===== src/core/timer_pkg.sv =====
// Shared constants for the autoreload wave timer
package timer_pkg;
    // Register indices; byte address is four times the index
    localparam logic [5:0] IDX_CTRL = 6'h0d;
    localparam logic [5:0] IDX_CNT_HI = 6'h0e;
    localparam logic [5:0] IDX_CNT_LO = 6'h0f;
    localparam logic [5:0] IDX_RELOAD_HI = 6'h10;
    localparam logic [5:0] IDX_RELOAD_LO = 6'h11;
    localparam logic [5:0] IDX_OUT_CTRL = 6'h12;
    localparam logic [5:0] IDX_WAVE_CS = 6'h13;
    localparam logic [5:0] IDX_DUTY_HI = 6'h17;
    localparam logic [5:0] IDX_DUTY_LO = 6'h18;
    // Control register fields
    localparam int SEL_HI_BIT = 4;
    localparam int SEL_LO_BIT = 3;
    localparam int WRAP_FLAG_BIT = 2;
    localparam int WRAP_IE_BIT = 1;
    localparam int MATCH_IE_BIT = 0;
    // Wave control/status and output control fields
    localparam int POL_BIT = 1;
    localparam int MATCH_FLAG_BIT = 0;
    localparam int OE_BIT = 0;
    // Counter geometry
    localparam int CNT_W = 12;
    localparam logic [11:0] CNT_MAX = 12'hfff;
    localparam logic [11:0] CNT_ZERO = 12'h000;
    localparam int SLOW_DIVIDE = 32;
    // Counter clock selection codes
    localparam logic [1:0] SEL_OFF = 2'h0;
    localparam logic [1:0] SEL_LTIMER = 2'h1;
    localparam logic [1:0] SEL_CPU = 2'h2;
    // Power mode codes on power_mode_i
    localparam logic [2:0] PM_RUN = 3'h0;
    localparam logic [2:0] PM_SLOW = 3'h1;
    localparam logic [2:0] PM_WAIT = 3'h2;
    localparam logic [2:0] PM_ACTIVE_HALT = 3'h3;
    localparam logic [2:0] PM_HALT = 3'h4;
    // AXI responses
    localparam logic [1:0] RESP_OKAY = 2'h0;
    localparam logic [1:0] RESP_SLVERR = 2'h2;
endpackage


===== src/core/tick_if.sv =====
// Tick carrier between the timer core and its slow-mode divider
`timescale 1ns/1ns
`default_nettype none
interface tick_if;
    logic raw_tick; // Gated tick of the selected counter clock
    logic slow; // Slow mode active
    logic tick; // Tick after division
    modport src (output raw_tick, output slow, input tick);
    modport div (input raw_tick, input slow, output tick);
endinterface // tick_if
`default_nettype wire


===== src/core/tick_divider.sv =====
// Divides the counter tick rate by a fixed ratio in slow mode
`timescale 1ns/1ns
`default_nettype none
module tick_divider #(
    parameter int DIV = 32
) (
    input wire logic clock_i,
    input wire logic sys_rst_i,
    tick_if.div port_io
);
    localparam int CW = $clog2(DIV);
    logic [CW-1:0] cnt_q; // Ticks seen in the current slow period
    logic [CW-1:0] cnt_d;
    logic tick;

    // Pass-through outside slow mode, one out of DIV inside
    always_comb begin
        cnt_d = cnt_q;
        tick = 1'b0;
        if (!port_io.slow) begin
            tick = port_io.raw_tick;
            cnt_d = '0;
        end else if (port_io.raw_tick) begin
            if (cnt_q == CW'(DIV - 1)) begin // [RULE16]
                tick = 1'b1;
                cnt_d = '0;
            end else begin
                cnt_d = cnt_q + 1'b1;
            end
        end
    end

    assign port_io.tick = tick;

    // Division state
    always_ff @(posedge clock_i) begin
        if (sys_rst_i) begin
            cnt_q <= '0;
        end else begin
            cnt_q <= cnt_d;
        end
    end
endmodule // tick_divider
`default_nettype wire


===== src/core/autoreload_pwm_timer_12bit.sv =====
// 12-bit autoreload timer with wave output and compare, AXI4-Lite registers
//
// Overview of operation
// [RULE1] Wave period is 4096 minus reload counts
// [RULE2] Software keeps reload at 4094 or less
// [RULE3] Counter starts from zero after reset
// [RULE4] Software writes duty high byte first
// [RULE5] Wrap reloads counter, loads duty, sets wave
// [RULE6] Counter equal duty clears the wave
// [RULE7] Polarity bit inverts the wave output
// [RULE8] High byte write suspends compare until low
// [RULE9] Software updates duty near wrap safely
// [RULE10] Output enable gates wave onto pin
// [RULE11] Compare mode uses written value immediately
// [RULE12] Compare match sets flag, maybe interrupt
// [RULE13] Zero compare value gives no events
// [RULE14] Every wrap copies duty into shadow
// [RULE15] Compare shadow if enabled, else duty
// [RULE16] Slow mode divides clock by 32
// [RULE17] Halt stops; active-halt stops unless lite wrap
// [RULE18] Separate wrap and match interrupt requests
// [RULE19] Wake rules per power mode
// [RULE20] Software keeps control bits 7:5 cleared
// [RULE21] Clock select: off, lite, cpu, reserved
// [RULE22] Wrap flag set on wrap, read clears
// [RULE23] Match flag set on match, read clears
// [RULE24] Counter advances per tick, holds when off
`timescale 1ns/1ns
`default_nettype none
module autoreload_pwm_timer_12bit
    import timer_pkg::*;
#(
    parameter int ADDR_W = 8,
    parameter int SLOW_DIV = SLOW_DIVIDE
) (
    input wire logic clock_i,
    input wire logic sys_rst_i,
    // AXI4-Lite slave
    input wire logic [ADDR_W-1:0] s_axi_awaddr_i,
    input wire logic s_axi_awvalid_i,
    output logic s_axi_awready_o,
    input wire logic [31:0] s_axi_wdata_i,
    input wire logic [3:0] s_axi_wstrb_i,
    input wire logic s_axi_wvalid_i,
    output logic s_axi_wready_o,
    output logic [1:0] s_axi_bresp_o,
    output logic s_axi_bvalid_o,
    input wire logic s_axi_bready_i,
    input wire logic [ADDR_W-1:0] s_axi_araddr_i,
    input wire logic s_axi_arvalid_i,
    output logic s_axi_arready_o,
    output logic [31:0] s_axi_rdata_o,
    output logic [1:0] s_axi_rresp_o,
    output logic s_axi_rvalid_o,
    input wire logic s_axi_rready_i,
    // System side
    input wire logic ltimer_tick_i,
    input wire logic [2:0] power_mode_i,
    output logic wave_out_pin_o,
    output logic wave_pin_af_o,
    output logic wrap_irq_o,
    output logic match_irq_o,
    output logic wake_o
);

    // Core state
    logic [11:0] cnt_q, cnt_d; // Up counter
    logic [11:0] reload_q, reload_d; // Reload value
    logic [11:0] duty_q, duty_d; // Duty value as written
    logic [11:0] shadow_q, shadow_d; // Duty copy taken at wrap
    logic lock_q, lock_d; // Compare suspended between byte writes
    logic oe_q, oe_d; // Wave output enable
    logic pol_q, pol_d; // Wave polarity
    logic [1:0] sel_q, sel_d; // Counter clock selection
    logic wrap_ie_q, wrap_ie_d;
    logic match_ie_q, match_ie_d;
    logic wrap_flag_q, wrap_flag_d;
    logic match_flag_q, match_flag_d;
    logic wave_q, wave_d; // Uninverted wave level
    logic pin_q, pin_d; // Registered pin level
    logic wrap_irq_q, wrap_irq_d;
    logic match_irq_q, match_irq_d;
    logic wake_q, wake_d;
    // Core combinational terms
    logic tick; // Counter advances this cycle
    logic sel_tick; // Tick of the selected clock before power gating
    logic run_ok; // Power mode lets the counter run
    logic [11:0] cnt_nxt; // Counter value after this tick
    logic [11:0] cmp_val; // Value compared with the counter
    logic wrap_evt, match_evt;

    // Bus state
    logic aw_held_q, aw_held_d;
    logic [5:0] aw_idx_q, aw_idx_d;
    logic w_held_q, w_held_d;
    logic [7:0] w_byte_q, w_byte_d;
    logic w_lane_q, w_lane_d; // Low byte lane was enabled
    logic bvalid_q, bvalid_d;
    logic [1:0] bresp_q, bresp_d;
    logic rvalid_q, rvalid_d;
    logic [31:0] rdata_q, rdata_d;
    logic [1:0] rresp_q, rresp_d;
    // Bus to core strobes
    logic wr_en; // Register write commits this cycle
    logic rd_en; // Register read taken this cycle
    logic [5:0] rd_idx;
    logic [7:0] rd_byte;
    logic rd_hit, wr_hit;

    tick_if tick_bus ();

    tick_divider #(
        .DIV(SLOW_DIV)
    ) u_divider (
        .clock_i(clock_i),
        .sys_rst_i(sys_rst_i),
        .port_io(tick_bus.div)
    );

    // Clock selection and power-mode gating ahead of the divider
    always_comb begin
        case (sel_q) // [RULE21]
            SEL_LTIMER: sel_tick = ltimer_tick_i;
            SEL_CPU: sel_tick = 1'b1;
            default: sel_tick = 1'b0; // Off and the reserved code both stop
        endcase
        case (power_mode_i) // [RULE17]
            PM_HALT: run_ok = 1'b0;
            PM_ACTIVE_HALT: run_ok = (sel_q == SEL_LTIMER) && wrap_ie_q;
            default: run_ok = 1'b1; // Wait mode leaves the timer running
        endcase
    end

    assign tick_bus.raw_tick = sel_tick & run_ok;
    assign tick_bus.slow = (power_mode_i == PM_SLOW); // [RULE16]
    assign tick = tick_bus.tick;

    // Byte that a read returns; reserved bits read zero
    always_comb begin
        rd_byte = 8'h00;
        rd_hit = 1'b1;
        case (rd_idx)
            IDX_CTRL: begin
                rd_byte[SEL_HI_BIT:SEL_LO_BIT] = sel_q;
                rd_byte[WRAP_FLAG_BIT] = wrap_flag_q;
                rd_byte[WRAP_IE_BIT] = wrap_ie_q;
                rd_byte[MATCH_IE_BIT] = match_ie_q;
            end
            IDX_CNT_HI: rd_byte[3:0] = cnt_q[11:8];
            IDX_CNT_LO: rd_byte = cnt_q[7:0];
            IDX_RELOAD_HI: rd_byte[3:0] = reload_q[11:8];
            IDX_RELOAD_LO: rd_byte = reload_q[7:0];
            IDX_OUT_CTRL: rd_byte[OE_BIT] = oe_q;
            IDX_WAVE_CS: begin
                rd_byte[POL_BIT] = pol_q;
                rd_byte[MATCH_FLAG_BIT] = match_flag_q;
            end
            IDX_DUTY_HI: rd_byte[3:0] = duty_q[11:8];
            IDX_DUTY_LO: rd_byte = duty_q[7:0];
            default: rd_hit = 1'b0;
        endcase
    end

    // Write decode hit check
    always_comb begin
        case (aw_idx_q)
            IDX_CTRL, IDX_CNT_HI, IDX_CNT_LO, IDX_RELOAD_HI, IDX_RELOAD_LO,
            IDX_OUT_CTRL, IDX_WAVE_CS, IDX_DUTY_HI, IDX_DUTY_LO: wr_hit = 1'b1;
            default: wr_hit = 1'b0;
        endcase
    end

    // Next state of the timer core
    always_comb begin
        cnt_d = cnt_q;
        reload_d = reload_q;
        duty_d = duty_q;
        shadow_d = shadow_q;
        lock_d = lock_q;
        oe_d = oe_q;
        pol_d = pol_q;
        sel_d = sel_q;
        wrap_ie_d = wrap_ie_q;
        match_ie_d = match_ie_q;
        wave_d = wave_q;
        // Compare source follows the output mode
        cmp_val = oe_q ? shadow_q : duty_q; // [RULE15] [RULE11]
        // Wrap from the maximum back to reload sets the period
        cnt_nxt = (cnt_q == CNT_MAX) ? reload_q : cnt_q + 1'b1; // [RULE1]
        wrap_evt = tick && (cnt_q == CNT_MAX); // [RULE22]
        // Zero value and a half-written value never match
        match_evt = tick && !lock_q && (cmp_val != CNT_ZERO) // [RULE8] [RULE13]
            && (cnt_nxt == cmp_val); // [RULE12]
        if (tick) begin
            cnt_d = cnt_nxt; // [RULE24]
        end
        if (wrap_evt) begin
            shadow_d = duty_q; // [RULE5] [RULE14]
            wave_d = 1'b1; // [RULE5]
        end
        // Match after the wrap edge wins, so duty equal reload gives a flat line
        if (match_evt && oe_q) begin
            wave_d = 1'b0; // [RULE6]
        end
        // Hardware set beats a read clear in the same cycle
        wrap_flag_d = wrap_evt
            | (wrap_flag_q & ~(rd_en && rd_idx == IDX_CTRL)); // [RULE22]
        match_flag_d = match_evt
            | (match_flag_q & ~(rd_en && rd_idx == IDX_WAVE_CS)); // [RULE23]
        // Software register writes; counter is read-only
        if (wr_en && w_lane_q) begin
            case (aw_idx_q)
                IDX_CTRL: begin
                    sel_d = w_byte_q[SEL_HI_BIT:SEL_LO_BIT]; // [RULE21]
                    wrap_ie_d = w_byte_q[WRAP_IE_BIT];
                    match_ie_d = w_byte_q[MATCH_IE_BIT];
                end
                IDX_RELOAD_HI: reload_d[11:8] = w_byte_q[3:0];
                IDX_RELOAD_LO: reload_d[7:0] = w_byte_q;
                IDX_OUT_CTRL: oe_d = w_byte_q[OE_BIT];
                IDX_WAVE_CS: pol_d = w_byte_q[POL_BIT];
                IDX_DUTY_HI: begin
                    duty_d[11:8] = w_byte_q[3:0];
                    lock_d = 1'b1; // [RULE8]
                end
                IDX_DUTY_LO: begin
                    duty_d[7:0] = w_byte_q;
                    lock_d = 1'b0; // [RULE8] [RULE11]
                end
                default: ;
            endcase
        end
        pin_d = oe_q & (wave_q ^ pol_q); // [RULE7] [RULE10]
        // Each event has its own request line
        wrap_irq_d = wrap_flag_q & wrap_ie_q; // [RULE18]
        match_irq_d = match_flag_q & match_ie_q; // [RULE18]
        // Wake: wait by either, active-halt by lite-clocked wrap only
        wake_d = ((power_mode_i == PM_WAIT) && (wrap_irq_q || match_irq_q))
            || ((power_mode_i == PM_ACTIVE_HALT) && wrap_irq_q
            && (sel_q == SEL_LTIMER)); // [RULE19]
    end

    // Core registers
    always_ff @(posedge clock_i) begin
        if (sys_rst_i) begin
            cnt_q <= CNT_ZERO; // [RULE3]
            reload_q <= CNT_ZERO;
            duty_q <= CNT_ZERO;
            shadow_q <= CNT_ZERO;
            lock_q <= 1'b0;
            oe_q <= 1'b0;
            pol_q <= 1'b0;
            sel_q <= SEL_OFF; // [RULE21]
            wrap_ie_q <= 1'b0;
            match_ie_q <= 1'b0;
            wrap_flag_q <= 1'b0;
            match_flag_q <= 1'b0;
            wave_q <= 1'b0;
            pin_q <= 1'b0;
            wrap_irq_q <= 1'b0;
            match_irq_q <= 1'b0;
            wake_q <= 1'b0;
        end else begin
            cnt_q <= cnt_d;
            reload_q <= reload_d;
            duty_q <= duty_d;
            shadow_q <= shadow_d;
            lock_q <= lock_d;
            oe_q <= oe_d;
            pol_q <= pol_d;
            sel_q <= sel_d;
            wrap_ie_q <= wrap_ie_d;
            match_ie_q <= match_ie_d;
            wrap_flag_q <= wrap_flag_d;
            match_flag_q <= match_flag_d;
            wave_q <= wave_d;
            pin_q <= pin_d;
            wrap_irq_q <= wrap_irq_d;
            match_irq_q <= match_irq_d;
            wake_q <= wake_d;
        end
    end

    // Bus handshakes
    assign s_axi_awready_o = !aw_held_q;
    assign s_axi_wready_o = !w_held_q;
    assign s_axi_arready_o = !rvalid_q;
    assign wr_en = aw_held_q && w_held_q && !bvalid_q;
    assign rd_en = s_axi_arvalid_i && !rvalid_q;
    assign rd_idx = s_axi_araddr_i[7:2];

    // Next state of the AXI4-Lite slave
    always_comb begin
        aw_held_d = aw_held_q;
        aw_idx_d = aw_idx_q;
        w_held_d = w_held_q;
        w_byte_d = w_byte_q;
        w_lane_d = w_lane_q;
        bvalid_d = bvalid_q;
        bresp_d = bresp_q;
        rvalid_d = rvalid_q;
        rdata_d = rdata_q;
        rresp_d = rresp_q;
        // Address and data are caught in either order
        if (s_axi_awvalid_i && !aw_held_q) begin
            aw_held_d = 1'b1;
            aw_idx_d = s_axi_awaddr_i[7:2];
        end
        if (s_axi_wvalid_i && !w_held_q) begin
            w_held_d = 1'b1;
            w_byte_d = s_axi_wdata_i[7:0];
            w_lane_d = s_axi_wstrb_i[0];
        end
        // Commit once both are held; unmapped gets an error response
        if (wr_en) begin
            aw_held_d = 1'b0;
            w_held_d = 1'b0;
            bvalid_d = 1'b1;
            bresp_d = wr_hit ? RESP_OKAY : RESP_SLVERR;
        end else if (bvalid_q && s_axi_bready_i) begin
            bvalid_d = 1'b0;
        end
        // Read data captured at the address handshake
        if (rd_en) begin
            rvalid_d = 1'b1;
            rdata_d = {24'h000000, rd_byte};
            rresp_d = rd_hit ? RESP_OKAY : RESP_SLVERR;
        end else if (rvalid_q && s_axi_rready_i) begin
            rvalid_d = 1'b0;
        end
    end

    // Bus registers
    always_ff @(posedge clock_i) begin
        if (sys_rst_i) begin
            aw_held_q <= 1'b0;
            aw_idx_q <= 6'h00;
            w_held_q <= 1'b0;
            w_byte_q <= 8'h00;
            w_lane_q <= 1'b0;
            bvalid_q <= 1'b0;
            bresp_q <= RESP_OKAY;
            rvalid_q <= 1'b0;
            rdata_q <= 32'h00000000;
            rresp_q <= RESP_OKAY;
        end else begin
            aw_held_q <= aw_held_d;
            aw_idx_q <= aw_idx_d;
            w_held_q <= w_held_d;
            w_byte_q <= w_byte_d;
            w_lane_q <= w_lane_d;
            bvalid_q <= bvalid_d;
            bresp_q <= bresp_d;
            rvalid_q <= rvalid_d;
            rdata_q <= rdata_d;
            rresp_q <= rresp_d;
        end
    end

    assign s_axi_bvalid_o = bvalid_q;
    assign s_axi_bresp_o = bresp_q;
    assign s_axi_rvalid_o = rvalid_q;
    assign s_axi_rdata_o = rdata_q;
    assign s_axi_rresp_o = rresp_q;
    assign wave_out_pin_o = pin_q;
    assign wave_pin_af_o = oe_q; // [RULE10]
    assign wrap_irq_o = wrap_irq_q;
    assign match_irq_o = match_irq_q;
    assign wake_o = wake_q;
endmodule // autoreload_pwm_timer_12bit
`default_nettype wire


===== config.mk =====
export PLATFORM = sky130hd
export DESIGN_NAME = autoreload_pwm_timer_12bit
export DESIGN_NICKNAME = d
export VERILOG_FILES = /design/src/core/timer_pkg.sv /design/src/core/tick_if.sv /design/src/core/tick_divider.sv /design/src/core/autoreload_pwm_timer_12bit.sv
export SDC_FILE = /design/constraint.sdc
export NUM_CORES = 1
export LEC_CHECK = 0
export BUFFER_PORTS_ARGS = -buffer_cell sky130_fd_sc_hd__buf_4
export CAP_MARGIN = 20
export CORE_UTILIZATION = 35
export CTS_BUF_LIST = sky130_fd_sc_hd__clkbuf_8
export CTS_CLUSTER_SIZE = 14
export DETAILED_ROUTE_END_ITERATION = 12
export GPL_TIMING_DRIVEN = 1
export SYNTH_ARGS = -nofsm -noshare
export SYNTH_HDL_FRONTEND = slang
export SYNTH_SLANG_ARGS = --single-unit
export TNS_END_PERCENT = 5

===== constraint.sdc =====
create_clock -name clock_i -period 2.5 [get_ports clock_i]
set_clock_uncertainty 0.1 [all_clocks]
set_input_delay 0.5 -clock clock_i [delete_from_list [all_inputs] [get_ports clock_i]]
set_output_delay 0.5 -clock clock_i [all_outputs]
set_load 0.02 [all_outputs]

==> results of run 1 <==
## layout make-up
cell class,count,area share (%)
multi-input combinational,483,47.5
sequential,97,31.5
timing repair buffer,111,13.6
tap,184,3.71
clock buffer,9,2.00
inverter,15,0.907
clock inverter,7,0.746
## final timing paths
path,start,end,slack (ns),depth (start not counted)
worst max-delay path,sel_q[0]$_SDFFE_PP0P_,wave_q$_SDFFE_PP0P_,0.09,8
worst min register to register,flip-flop,s_axi_bresp_o[1]$_SDFFE_PP0P_,0.36,1
worst max register to register,sel_q[0]$_SDFFE_PP0P_,wave_q$_SDFFE_PP0P_,0.09,8
worst min-delay path,s_axi_rready_i,s_axi_rvalid_o$_SDFFE_PP0P_,0.18,2
## timing repair
item | CTS | global route
gates cloned | 0 | 0
pin swaps | 0 | 6
setup buffers | 0 | 0
endpoints found under the setup margin | 1 | 15
gates resized for setup | 2 | 15
## state kept, by name, indices dropped and copies added, names as in the netlist, 2 cells and up, named ones only
register and cells:
cnt_q 12, w_byte_q 8, sel_q 2, u_divider.cnt_q 5, s_axi_rdata_o 8, aw_idx_q 6
shadow_q 12, reload_q 12, duty_q 12
## critical path: cells and delay by family, from the launching register on
kind / cells / cell delay (ns)
AO/OA/AOI/OAI: 2 / 0.53
adder cells (fa/ha/maj): 1 / 0.28
buffers and inverters: 1 / 0.08
flip-flops: 1 / 0.38
AND/OR/NAND/NOR: 4 / 0.94
## logic make-up after synthesis
group	share of synthesized area, %
and+or+nand+nor	23.9
AOI/OAI and AO/OA	16.0
DFF	37.5
buffers and inverters	8.26
muxes	10.1
xor gates and xnor gates	2.97
adders and majority gates	1.21
other	0.0724
## placed cells by master, fill, tap and decap left out, types with 6 or more instances in the layout
cell                       instances
sky130_fd_sc_hd__buf_4           110
sky130_fd_sc_hd__nand2_1          92
sky130_fd_sc_hd__dfxtp_1          91
sky130_fd_sc_hd__nor2_1           66
sky130_fd_sc_hd__a21oi_1          61
sky130_fd_sc_hd__mux2i_1          44
sky130_fd_sc_hd__conb_1           26
sky130_fd_sc_hd__o21ai_0          22
sky130_fd_sc_hd__inv_1            17
sky130_fd_sc_hd__nor3_1           17
sky130_fd_sc_hd__xnor2_1          11
sky130_fd_sc_hd__and3_1           10
sky130_fd_sc_hd__clkbuf_8          9
sky130_fd_sc_hd__nor4_1            8
sky130_fd_sc_hd__nand3_1           7
sky130_fd_sc_hd__nor2b_1           6
sky130_fd_sc_hd__nor3b_1           6
sky130_fd_sc_hd__a22oi_1           6
## power by group
part | total (mW) | leakage (nW) | internal [mW] | switching, mW
combinational | 0.258 | 1.52 | 0.0972 | 0.161
sequential | 1.60 | 0.789 | 1.57 | 0.0304
clock | 0.945 | 0.0926 | 0.362 | 0.583
## routing by layer
metal | vias up | routed length (um) | global-route usage, %
met4 | 0 | 253 | 5.65
met3 | 20 | 867 | 4.49
li1 | 2354 | - | -
met5 | - | 0 | 0
met1 | 2329 | 7130 | 28.1
met2 | 157 | 7100 | 34.4
==> flow_summary.rst, run 1 <==
.. list-table::
   :header-rows: 1

   * - Metric
     - Value
   * - Status
     - finished, final reports clean
   * - Proportion of synthesized flip-flops having asynchronous set or reset
     - 0%
   * - Period utilization
     - 96.4%
   * - Largest area contributor in the netlist
     - sky130_fd_sc_hd__dfxtp_1
   * - CP max stage delay
     - 0.38 ns
   * - Sequential share of the synthesized area
     - 37.5%
   * - Series of cell instances along the critical path
     - inv_1, ha_1, a311o_1, or2_1, nor4_1, nor4b_2, nand4b_1, o221a_1
   * - Critical Path End Type
     - flip-flop
   * - Count of flip-flops with a built-in enable after synthesis
     - 0
   * - Leading cell types by total area after synthesis
     - sky130_fd_sc_hd__dfxtp_1 37%, sky130_fd_sc_hd__mux2i_1 8.5%, sky130_fd_sc_hd__nand2_1 6.7%, sky130_fd_sc_hd__a21oi_1 5.9%, sky130_fd_sc_hd__nor2_1 4.8%
   * - Post-layout utilization of the core
     - 42.9%
   * - PwrDens
     - 452 nW/um^2
   * - Fraction of synthesized cell area taken by the top area cell type
     - about 37%
   * - Final Power
     - 2.80 mW
   * - Final critical delay including setup and external delays
     - ~2.4 ns
   * - Clock-pin slew on the worst setup and hold paths
     - 0.10 ns
   * - Max Fanout on Critical Path
     - 3
   * - Detailed Route Iter0 Violations
     - roughly 540
   * - Core area
     - 14,500 sq um
   * - TritonCTS buffer count
     - 9
   * - Worst-case vdd ir drop
     - 0.406 mV
   * - Class of the most critical setup path
     - reg2reg
   * - Detail Placement HPWL
     - 11,700 um
   * - Average cell area after synthesis
     - 8.22 sq um
   * - Pre-antenna DRT Iters
     - 5
   * - Number of remaining DRC errors
     - 0
   * - Share of cells above drive strength 1
     - 21.6%
   * - Clock latency on the worst-skew pair
     - roughly 0.39 ns
   * - Vias post-DR
     - 4,860
   * - H-tree depth reported by CTS
     - 3
   * - Cell area reported after detailed placement
     - between 5000 and 6000 sq um
   * - Maximum achievable frequency
     - slightly above 400 MHz
   * - Total wirelength of the detailed-routed design
     - between 15,000 and 20,000 um
   * - Chip height
     - 124 um
   * - Clock tree buffer depth
     - 2
   * - Finished Cell Area
     - 6200 sq um
   * - Class of the worst hold path
     - in2reg
   * - Number of hold buffers added after cts
     - 0
   * - Final Hold Slack
     - 0.182 ns
   * - Antenna-violating nets left
     - 0
   * - ANT cells
     - 0
   * - Element type at the critical path start
     - flip-flop
   * - Area taken by flip-flops and latches
     - 1950 sq um
   * - Floorplan die area
     - 15,300 sq um
   * - Syn-to-layout area delta
     - 19.8%
   * - Post-synthesis instance area
     - between 5000 and 6000 sq um
   * - Arrival time at the worst endpoint
     - ~2.6 ns
   * - Vias in the first global route
     - 4,554
   * - Max-cap check violation count
     - 0
   * - CTS tree
     - yes
   * - YS warnings
     - 0
   * - Cell row count
     - 44
   * - Average wire per cell in the routed design
     - 16.9 um
   * - Global-route total usage across every layer
     - 21.1%
   * - Fin Setup TNS
     - 0 ns
   * - Distinct cell type count of the synthesized netlist
     - 69
   * - Post-route worst setup slack
     - 0.0895 ns
   * - Actual slew at the worst max-slew pin
     - ~0.56 ns
   * - Count of placed standard cells including taps
     - 890
   * - Count of port buffers added during placement
     - 51
   * - IO Count
     - roughly 110
   * - Most common library cells after synthesis
     - 97 x sky130_fd_sc_hd__dfxtp_1, 92 x sky130_fd_sc_hd__nand2_1, 66 x sky130_fd_sc_hd__nor2_1
   * - Number of antenna violations at the first check in global routing
     - 0
   * - Most used DFF post-synth
     - sky130_fd_sc_hd__dfxtp_1
   * - Data required time at the worst endpoint
     - roughly 2.7 ns
   * - Post-Syn Instances
     - 630
   * - Final setup vio count
     - 0
   * - Fill cells
     - 1,475
   * - Crit-path slowest cell
     - sky130_fd_sc_hd__dfxtp_2
   * - Non-filler instance count after layout
     - 906
   * - Place WS
     - -0.0947 ns
   * - Die extent in x
     - 124 um
   * - Leakage power summed over all cells
     - about 2.4 nW
   * - Flops & latches, synth
     - 97
   * - Area of the multi-input gates
     - approximately 3000 sq um
   * - Rel. slew slack
     - between 60% and 70%
   * - Final number of max-transition violations
     - 0
   * - Via density per instance
     - 5.36
   * - Hold violation total from the final report
     - 0
   * - Final RePlAce weighted congestion
     - 0.890
   * - Initial standard-cell utilization of the core
     - 35.8%
   * - Cell with the most instances after synthesis
     - sky130_fd_sc_hd__dfxtp_1
   * - Maximum number of pins on one net before global-route repair
     - 57
   * - Global-route congestion overflow total
     - 0
   * - First-pass GRT wire length
     - 24,300 um
   * - Root Buffer Master
     - sky130_fd_sc_hd__clkbuf_8
   * - Net total in the final layout
     - slightly below 800
   * - TritonCTS Sinks
     - 97
No activity file was read; power rests on OpenSTA's default activity.
==> run 2, diff against run 1 <==
--- a/config.mk
+++ b/config.mk
@@ -14,5 +14,6 @@
 export GPL_TIMING_DRIVEN = 1
 export SYNTH_ARGS = -nofsm -noshare
 export SYNTH_HDL_FRONTEND = slang
+export SYNTH_HIERARCHICAL = 1
 export SYNTH_SLANG_ARGS = --single-unit
 export TNS_END_PERCENT = 5
==> run 2 against run 1 <==
Net effect: the flow now finishes with violations (setup timing); worst hold slack got worse by 0.0030 ns; largest power group unchanged; sequential cell count is the same; largest cell class unchanged; final cell count rose by 2.5%; fmax decreased by 9.1%.
==> flow_summary.rst, run 2 <==
.. list-table::
   :header-rows: 1

   * - Metric
     - Value
   * - Status
     - finished, violations left
   * - Violations in the final reports
     - setup timing
   * - Vias in the first global route
     - 4,509 (-0.99%)
   * - Chip height
     - 123 um (-0.59%)
   * - Most common library cell in the layout ignoring fill and taps
     - sky130_fd_sc_hd__buf_4
   * - TritonCTS buffer count
     - 9 (unchanged)
   * - Final setup vio count
     - 2 (+2)
   * - Period utilization
     - 106% (+9.6 points)
   * - Fill cells
     - 1,416 (-4.0%)
   * - Most used DFF post-synth
     - sky130_fd_sc_hd__dfxtp_1
   * - Global-route total usage across every layer
     - 20.6% (-0.58 points)
   * - YS warnings
     - 6 (+6)
   * - Critical Path End Type
     - flip-flop
   * - Routed wire length on met3
     - 678 um (-22%)
   * - PwrDens
     - 446 nW/um^2 (-1.4%)
   * - Series of cell instances along the critical path
     - inv_2, ha_4, o21bai_4, a221oi_4, inv_2, a21oi_4, nand2b_1, a221o_1, nor4_2, or4b_4, o21a_1
   * - Clock latency on the worst-skew pair
     - 0.39 ns (about the same)
   * - TritonCTS Sinks
     - 97 (unchanged)
   * - Distinct cell type count of the synthesized netlist
     - 65 (-5.8%)
   * - IO Count
     - 109 (unchanged)
   * - Maximum achievable frequency
     - 377 MHz (-9.1%)
   * - Initial standard-cell utilization of the core
     - 36.3% (+0.53 points)
   * - Class of the worst hold path
     - in2reg
   * - Number of remaining DRC errors
     - 0 (unchanged)
   * - Average wire per cell in the routed design
     - 16.1 um (-5.2%)
   * - Most used cell, CP
     - sky130_fd_sc_hd__inv_2
   * - Antenna-violating nets left
     - 0 (unchanged)
   * - Post-layout utilization of the core
     - 46.7% (+3.9 points)
   * - Highest routed metal layer
     - met4
   * - Root Buffer Master
     - sky130_fd_sc_hd__clkbuf_8
   * - Core area
     - 14,100 sq um (-2.6%)
   * - Average cell area after synthesis
     - 8.20 sq um (-0.26%)
   * - Pre-antenna DRT Iters
     - 6 (+1)
   * - Rel. slew slack
     - 61.9% (-0.52 points)
   * - Worst reg2reg endpoint
     - wave_q$_SDFFE_PP0P_
   * - Commonest cells after routing, fill and taps aside
     - 141 x sky130_fd_sc_hd__buf_4, 89 x sky130_fd_sc_hd__dfxtp_1, 88 x sky130_fd_sc_hd__nor2_1
   * - Setup repair after global routing missed its margin
     - yes
   * - Clock tree buffer depth
     - 2 (unchanged)
   * - Number of antenna violations at the first check in global routing
     - 0 (unchanged)
   * - Instance count along the most critical hold path
     - 2 (unchanged)
   * - Flops & latches, synth
     - 97 (unchanged)
   * - Post-route worst setup slack
     - -0.152 ns (-0.241 ns)
   * - Class of the most critical setup path
     - reg2reg
   * - Syn-to-layout area delta
     - 28.7%
   * - Sequential share of the synthesized area
     - 37.9% (+0.46 points)
   * - Hold Crit Start
     - s_axi_rready_i
   * - Detailed Route Iter0 Violations
     - 344 (-36%)
   * - Via density per instance
     - 5.21 (-2.9%)
   * - Max Fanout on Critical Path
     - 3 (unchanged)
   * - H-tree depth reported by CTS
     - 3 (unchanged)
   * - Total wirelength of the detailed-routed design
     - 14,900 um (-2.8%)
   * - Fin Setup TNS
     - -0.231 ns (-0.231 ns)
   * - Hold violation total from the final report
     - 0 (unchanged)
   * - Clock-pin slew on the worst setup and hold paths
     - 0.10 ns (about the same)
   * - First-pass GRT wire length
     - 23,400 um (-3.6%)
   * - Arrival time at the worst endpoint
     - 2.84 ns (+0.25 ns)
   * - Count of port buffers added during placement
     - 51 (unchanged)
   * - Finished Cell Area
     - 6590 sq um (+6.1%)
   * - Fraction of synthesized cell area taken by the top area cell type
     - 37.9% (+0.46 points)
   * - Leading cell types by total area after synthesis
     - sky130_fd_sc_hd__dfxtp_1 38%, sky130_fd_sc_hd__mux2i_1 11%, sky130_fd_sc_hd__nor2_1 6.5%, sky130_fd_sc_hd__a21oi_1 5.1%, sky130_fd_sc_hd__nand2_1 5.1%
   * - Place WS
     - -0.326 ns (-0.231 ns)
   * - Cell area reported after detailed placement
     - 6100 sq um (+2.0%)
   * - Vias post-DR
     - 4,838 (-0.45%)
   * - Post-synthesis instance area
     - 5120 sq um (-1.2%)
   * - Floorplan die area
     - 15,100 sq um (-1.2%)
   * - Share of cells above drive strength 1
     - 27.2% (+5.6 points)
   * - Die extent in x
     - 123 um (-0.59%)
   * - CP max stage delay
     - 0.50 ns (+0.12 ns)
   * - Largest area contributor in the netlist
     - sky130_fd_sc_hd__dfxtp_1
   * - Crit-path slowest cell
     - sky130_fd_sc_hd__or4b_4
   * - Final number of max-transition violations
     - 0 (unchanged)
   * - Dominant delay contributor by cell family on the critical path
     - compound AO/OA/AOI/OAI gates
   * - Cell with the most instances after synthesis
     - sky130_fd_sc_hd__dfxtp_1
   * - Maximum number of pins on one net before global-route repair
     - 40 (-30%)
   * - Count of flip-flops with a built-in enable after synthesis
     - 0 (unchanged)
   * - CTS tree
     - yes
   * - Setup slack, reg-to-reg
     - -0.15 ns (-0.24 ns)
   * - Number of hold buffers added after cts
     - 0 (unchanged)
   * - Net total in the final layout
     - 812 (+3.4%)
   * - Wire length on met1
     - 6920 um (-2.9%)
   * - Final RePlAce weighted congestion
     - 0.906 (+1.8%)
   * - Proportion of synthesized flip-flops having asynchronous set or reset
     - 0% (unchanged)
   * - Element type at the critical path start
     - flip-flop
   * - Detail Placement HPWL
     - 11,100 um (-5.2%)
   * - WHS Endpoint
     - s_axi_rvalid_o$_SDFFE_PP0P_
   * - Final critical delay including setup and external delays
     - 2.65 ns (+0.241 ns)
   * - Met2 wire length
     - 6900 um (-2.8%)
   * - Leakage power summed over all cells
     - 2.63 nW (+9.8%)
   * - Data required time at the worst endpoint
     - 2.69 ns (about the same)
   * - Max-cap check violation count
     - 0 (unchanged)
   * - ANT cells
     - 0 (unchanged)
   * - Worst-case vdd ir drop
     - 0.227 mV (-44%)
   * - Final Power
     - 2.93 mW (+4.6%)
   * - Crit path buf inv count
     - 2 (+1)
   * - Cell row count
     - 43 (-2.3%)
   * - Source of the worst register-to-register timing path
     - sel_q[0]$_SDFFE_PP0P_
   * - Most common library cells after synthesis
     - 97 x sky130_fd_sc_hd__dfxtp_1, 88 x sky130_fd_sc_hd__nor2_1, 69 x sky130_fd_sc_hd__nand2_1
   * - Post-Syn Instances
     - 624 (-0.95%)
   * - Worst reg-to-reg path cell count
     - 11 (+3)
   * - Global-route congestion overflow total
     - 0 (unchanged)
   * - Actual slew at the worst max-slew pin
     - 0.570 ns (+0.00620 ns)
-- run 2: cell count changes in the layout (fill, tap and decap cells not counted), sizes merged, moves of 6 or more --
cell   before  now
and3       10    2
buf       111  150
nand2      92   69
nor2       66   88
a21oi      61   52
nand3       7   13
mux2i      46   57
-- run 2: cell type report --
cell class | count | area (sq um) | share of cell area, %
clock buffer | 10 | 138 | 2.09
sequential | 97 | 1960 | 29.8
timing repair buffer | 150 | 1160 | 17.6
multi-input combinational | 470 | 2980 | 45.2
inverter | 16 | 60.1 | 0.912
clock inverter | 6 | 66.3 | 1.01
tap | 180 | 225 | 3.42
-- run 2: kinds of logic after synthesis --
| family | after synthesis | share of synthesized area (%) |
|---|---|---|
| adders and majority gates | 5 | 1.22 |
| muxes | 59 | 11.8 |
| xor gates and xnor gates | 15 | 2.84 |
| and+or+nand+nor | 238 | 21.8 |
| buffers and inverters | 82 | 8.56 |
| AOI/OAI and AO/OA | 127 | 15.7 |
| DFF | 97 | 37.9 |
| other | 1 | 0.0733 |
-- run 2: what timing repair did --
action / 4_1_cts / 5_1_grt
gates resized for setup: 20 / 22
buffers inserted: 11 / 6
pin swaps: 7 / 12
setup endpoints to repair: 2 / 5
gates cloned: 0 / 0
-- run 2: report_power, final --
group,leakage (nW),switching (mW),internal (mW)
Clock,0.106,0.597,0.496
Combinational,1.74,0.155,0.0917
Sequential,0.790,0.0286,1.57
-- run 2: per-layer routing --
| metal | vias to the layer above | global-route usage (%) |
|---|---|---|
| met1 | 2280 | 27.9 |
| met3 | 27 | 2.95 |
| li1 | 2385 | - |
| met4 | 0 | 9.60 |
| met2 | 146 | 32.1 |
| met5 | - | 0 |
-- run 2: how the worst max path moves through the flow --
stage	slack [ns]	end	from	cells after the start
after floorplan	-0.10	wave_q$_SDFFE_PP0P_	sel_q[0]$_SDFFE_PP0P_	12
after global placement	-0.28	wave_q$_SDFFE_PP0P_	power_mode_i[0]	11
after detailed placement	-0.33	wave_q$_SDFFE_PP0P_	power_mode_i[0]	11
after CTS	-0.20	wave_q$_SDFFE_PP0P_	sel_q[0]$_SDFFE_PP0P_	11
after global routing	-0.27	wave_q$_SDFFE_PP0P_	sel_q[1]$_SDFFE_PP0P_	11
final	-0.15	wave_q$_SDFFE_PP0P_	sel_q[0]$_SDFFE_PP0P_	11
-- run 2: metrics by stage --
step | hold WS [ns] | cells
6_report | 0.179 | 929
5_1_grt | 0.163 | 929
4_1_cts | 0.173 | 924
3_5_place_dp | 0.343 | 897
3_3_place_gp | 0.318 | 897
2_1_floorplan | 0.308 | 649
==> run 3, diff against run 2 <==
--- a/config.mk
+++ b/config.mk
@@ -5,6 +5,7 @@
 export SDC_FILE = /design/constraint.sdc
 export NUM_CORES = 1
 export LEC_CHECK = 0
+export ABC_AREA = 1
 export BUFFER_PORTS_ARGS = -buffer_cell sky130_fd_sc_hd__buf_4
 export CAP_MARGIN = 20
 export CORE_UTILIZATION = 35
@@ -12,6 +13,7 @@
 export CTS_CLUSTER_SIZE = 14
 export DETAILED_ROUTE_END_ITERATION = 12
 export GPL_TIMING_DRIVEN = 1
+export MAX_ROUTING_LAYER = met4
 export SYNTH_ARGS = -nofsm -noshare
 export SYNTH_HDL_FRONTEND = slang
 export SYNTH_HIERARCHICAL = 1
==> run 3 against run 2 <==
Net effect: the run now ends clean; sequential cell count unchanged; setup slack improved by 0.35 ns; sequential power about the same; clock power increased by 4%; design area decreased by 10%; largest cell class unchanged; critical path depth increased by 5; non-clock buffer count decreased by 79; final cell count increased by 6.6%; register-to-register slack improved by 0.35 ns; area after synthesis decreased by 0.34%; fmax increased by 15%; clock-buffer cell count unchanged.
==> flow_summary.rst, run 3 <==
.. list-table::
   :header-rows: 1

   * - Metric
     - Value
   * - Post-route worst setup slack
     - 0.203 ns (+0.355 ns)
   * - Class of the most critical setup path
     - reg2reg
   * - Adder and majority cell fraction of the synthesized area
     - 1.23% (+0.0042 points)
   * - PwrDens
     - 502 nW/um^2 (+13%)
   * - IO Count
     - 109 (unchanged)
   * - Distinct cell type count of the synthesized netlist
     - 47 (-28%)
   * - Element type at the critical path start
     - flip-flop
   * - Finished Cell Area
     - 5910 sq um (-10%)
   * - Count of flip-flops with a built-in enable after synthesis
     - 0 (unchanged)
   * - Most common library cell in the layout ignoring fill and taps
     - sky130_fd_sc_hd__nand2_1
   * - Status
     - finished, final reports clean
   * - Count of port buffers added during placement
     - 51 (unchanged)
   * - Non-filler instance count after layout
     - 990 (+6.6%)
   * - Rel. slew slack
     - 62.5% (+0.59 points)
   * - Detailed Route Iter0 Violations
     - 321 (-6.7%)
   * - Average cell area after synthesis
     - 6.86 sq um (-16%)
   * - Cell with the most instances after synthesis
     - sky130_fd_sc_hd__nand2_1
   * - YS warnings
     - 6 (unchanged)
   * - Main combinational cell family by area after synthesis
     - simple AND/OR/NAND/NOR gates
   * - Post-synthesis instance area
     - 5100 sq um (-0.34%)
   * - Initial standard-cell utilization of the core
     - 36.3% (about the same)
   * - Count of placed standard cells including taps
     - 974 (+8.6%)
   * - Average wire per cell in the routed design
     - 14.0 um (-13%)
   * - Final critical delay including setup and external delays
     - 2.30 ns (-0.355 ns)
   * - Arrival time at the worst endpoint
     - 2.49 ns (-0.35 ns)
   * - H-tree depth reported by CTS
     - 3 (unchanged)
   * - Largest area contributor in the netlist
     - sky130_fd_sc_hd__dfxtp_1
   * - Place WS
     - 0.0819 ns (+0.408 ns)
   * - Syn-to-layout area delta
     - 15.8%
   * - Fraction of the mapped netlist area in compound gates
     - 19.9% (+4.1 points)
   * - Hold violation total from the final report
     - 0 (unchanged)
   * - Total wirelength of the detailed-routed design
     - 13,800 um (-7.3%)
   * - Floorplan die area
     - 15,100 sq um (-0.34%)
   * - Die extent in x
     - 123 um (-0.17%)
   * - Class of the worst hold path
     - in2reg
   * - Vias in the first global route
     - 4,298 (-4.7%)
   * - Max Fanout on Critical Path
     - 4 (+1)
   * - TritonCTS Sinks
     - 97 (unchanged)
   * - Final number of max-transition violations
     - 0 (unchanged)
   * - Vias post-DR
     - 4,892 (+1.1%)
   * - Maximum achievable frequency
     - 435 MHz (+15%)
   * - Number of antenna violations at the first check in global routing
     - 0 (unchanged)
   * - Period utilization
     - 91.9% (-14 points)
   * - Most common library cells after synthesis
     - 154 x sky130_fd_sc_hd__nand2_1, 100 x sky130_fd_sc_hd__inv_1, 97 x sky130_fd_sc_hd__dfxtp_1
   * - Detail Placement HPWL
     - 10,700 um (-3.8%)
   * - Crit path buf inv count
     - 4 (+2)
   * - Flops & latches, synth
     - 97 (unchanged)
   * - Post-synthesis simple-gate area fraction
     - 26.9% (+5.1 points)
   * - Net total in the final layout
     - 873 (+7.5%)
   * - Data required time at the worst endpoint
     - 2.69 ns (about the same)
   * - Chip height
     - 123 um (-0.17%)
   * - Critical Path End Type
     - flip-flop
   * - Final RePlAce weighted congestion
     - 0.964 (+6.4%)
   * - Leakage power summed over all cells
     - 2.52 nW (-4.2%)
   * - Fraction of synthesized cell area taken by the top area cell type
     - 38.1% (+0.13 points)
   * - Fin Setup TNS
     - 0 ns (+0.231 ns)
   * - Clock latency on the worst-skew pair
     - 0.40 ns (about the same)
   * - Cell area reported after detailed placement
     - 5690 sq um (-6.6%)
   * - Antenna-violating nets left
     - 0 (unchanged)
   * - Maximum number of pins on one net before global-route repair
     - 38 (-5.0%)
   * - Post-layout utilization of the core
     - 42.1% (-4.6 points)
   * - Clock tree buffer depth
     - 2 (unchanged)
   * - Setup repair after global routing missed its margin
     - no
   * - Clock-pin slew on the worst setup and hold paths
     - 0.10 ns (about the same)
   * - Total setup buffers inserted after CTS
     - 0 (-11)
   * - Final setup vio count
     - 0 (-2)
   * - Dominant delay contributor by cell family on the critical path
     - simple AND/OR/NAND/NOR gates
   * - Number of remaining DRC errors
     - 0 (unchanged)
   * - Sequential share of the synthesized area
     - 38.1% (+0.13 points)
   * - First-pass GRT wire length
     - 22,000 um (-6.1%)
   * - TritonCTS buffer count
     - 9 (unchanged)
   * - Global-route congestion overflow total
     - 0 (unchanged)
   * - Cell row count
     - 43 (unchanged)
   * - ANT cells
     - 0 (unchanged)
   * - Final Power
     - 2.97 mW (+1.2%)
   * - Core area
     - 14,000 sq um (-0.38%)
   * - Most used DFF post-synth
     - sky130_fd_sc_hd__dfxtp_1
   * - Proportion of synthesized flip-flops having asynchronous set or reset
     - 0% (unchanged)
   * - Post-Syn Instances
     - 743 (+19%)
   * - Commonest cells after routing, fill and taps aside
     - 154 x sky130_fd_sc_hd__nand2_1, 99 x sky130_fd_sc_hd__inv_1, 97 x sky130_fd_sc_hd__dfxtp_1
   * - Number of hold buffers added after cts
     - 0 (unchanged)
   * - Leading cell types by total area after synthesis
     - sky130_fd_sc_hd__dfxtp_1 38%, sky130_fd_sc_hd__nand2_1 11%, sky130_fd_sc_hd__a21oi_1 7.8%, sky130_fd_sc_hd__o21ai_0 7.8%, sky130_fd_sc_hd__inv_1 7.4%
   * - Max-cap check violation count
     - 0 (unchanged)
   * - CTS tree
     - yes
   * - Most used cell, CP
     - sky130_fd_sc_hd__nand2_1
   * - Crit-path slowest cell
     - sky130_fd_sc_hd__nor4_4
   * - Series of cell instances along the critical path
     - inv_1, ha_2, a21oi_1, nor4_4, nand2_1, o21ai_1, buf_4, inv_1, nor2_1, nand2_1, nor2_1, nand2_1, nor2_2, nand3_1, nand2_1, inv_1
   * - Pre-antenna DRT Iters
     - 5 (-1)
   * - Post-Synth XOR/XNOR Area
     - 0.343% (-2.5 points)
   * - Share of cells above drive strength 1
     - 15.2% (-12 points)
   * - Actual slew at the worst max-slew pin
     - 0.557 ns (-0.0131 ns)
   * - Via density per instance
     - 4.94 (-5.1%)
   * - Global-route total usage across every layer
     - 19.8% (-0.80 points)
   * - Multiplexer area fraction after synthesis
     - 0.196% (-12 points)
   * - Worst-case vdd ir drop
     - 0.302 mV (+33%)
   * - CP max stage delay
     - 0.35 ns (-0.15 ns)
   * - Final Hold Slack
     - 0.227 ns (+0.0471 ns)
   * - Root Buffer Master
     - sky130_fd_sc_hd__clkbuf_8
-- run 3: worst register-to-register path, stage by stage (launching register included) --
cell	delay, ns
sky130_fd_sc_hd__dfxtp_1	0.33
sky130_fd_sc_hd__inv_1	0.07
sky130_fd_sc_hd__ha_2	0.19
sky130_fd_sc_hd__a21oi_1	0.11
sky130_fd_sc_hd__nor4_4	0.35
sky130_fd_sc_hd__nand2_1	0.13
sky130_fd_sc_hd__o21ai_1	0.10
sky130_fd_sc_hd__buf_4	0.16
sky130_fd_sc_hd__inv_1	0.05
sky130_fd_sc_hd__nor2_1	0.08
sky130_fd_sc_hd__nand2_1	0.06
sky130_fd_sc_hd__nor2_1	0.09
sky130_fd_sc_hd__nand2_1	0.06
sky130_fd_sc_hd__nor2_2	0.12
sky130_fd_sc_hd__nand3_1	0.09
sky130_fd_sc_hd__nand2_1	0.06
sky130_fd_sc_hd__inv_1	0.03
-- run 3: path summary, 6_finish.rpt --
kind | start | slack, ns | end | depth (start not counted)
setup / recovery | sel_q[1]$_SDFFE_PP0P_ | 0.20 | wave_q$_SDFFE_PP0P_ | 16
hold reg to reg | flip-flop | 0.34 | s_axi_bresp_o[1]$_SDFFE_PP0P_ | 1
hold / removal | s_axi_wdata_i[6] | 0.23 | w_byte_q[6]$_SDFFE_PP0P_ | 3
setup reg to reg | sel_q[1]$_SDFFE_PP0P_ | 0.20 | wave_q$_SDFFE_PP0P_ | 16
-- run 3: layer usage --
layer / GRT usage (%) / vias to the layer above / routed length, um
met5: - / - / 0
met4: 7.93 / 0 / 299
met2: 29.7 / 139 / 6330
met1: 26.7 / 2226 / 6510
li1: - / 2505 / -
met3: 2.46 / 22 / 696
-- run 3: kinds of logic (layout without fill, tap and decap cells) --
logic type / Yosys count / in the layout
compound gates: 189 / 189
xor+xnor: 2 / 2
fa+ha+maj: 5 / 5
buf+inv: 152 / 194
flops: 97 / 97
mux: 1 / 1
other cells: 1 / 26
simple gates: 296 / 296
-- run 3: where the power goes --
part | internal (mW) | total, mW | switching, mW
logic | 0.0813 | 0.244 | 0.163
clock network | 0.504 | 1.13 | 0.623
registers | 1.57 | 1.60 | 0.0239
-- run 3: timing repair --
action                     CTS  global route
hold endpoints to repair     0             0
resized for setup            0             3
setup endpoints to repair    0             2
-- run 3: area by class of cell --
type / instances / area, sq um
inverters: 107 / 403
clock buffers: 10 / 138
flip-flops and latches: 97 / 1940
fillers: 1502 / 8130
repair buffers: 71 / 533
well taps: 180 / 225
clock inverters: 6 / 73.8
multi-input cells: 519 / 2590
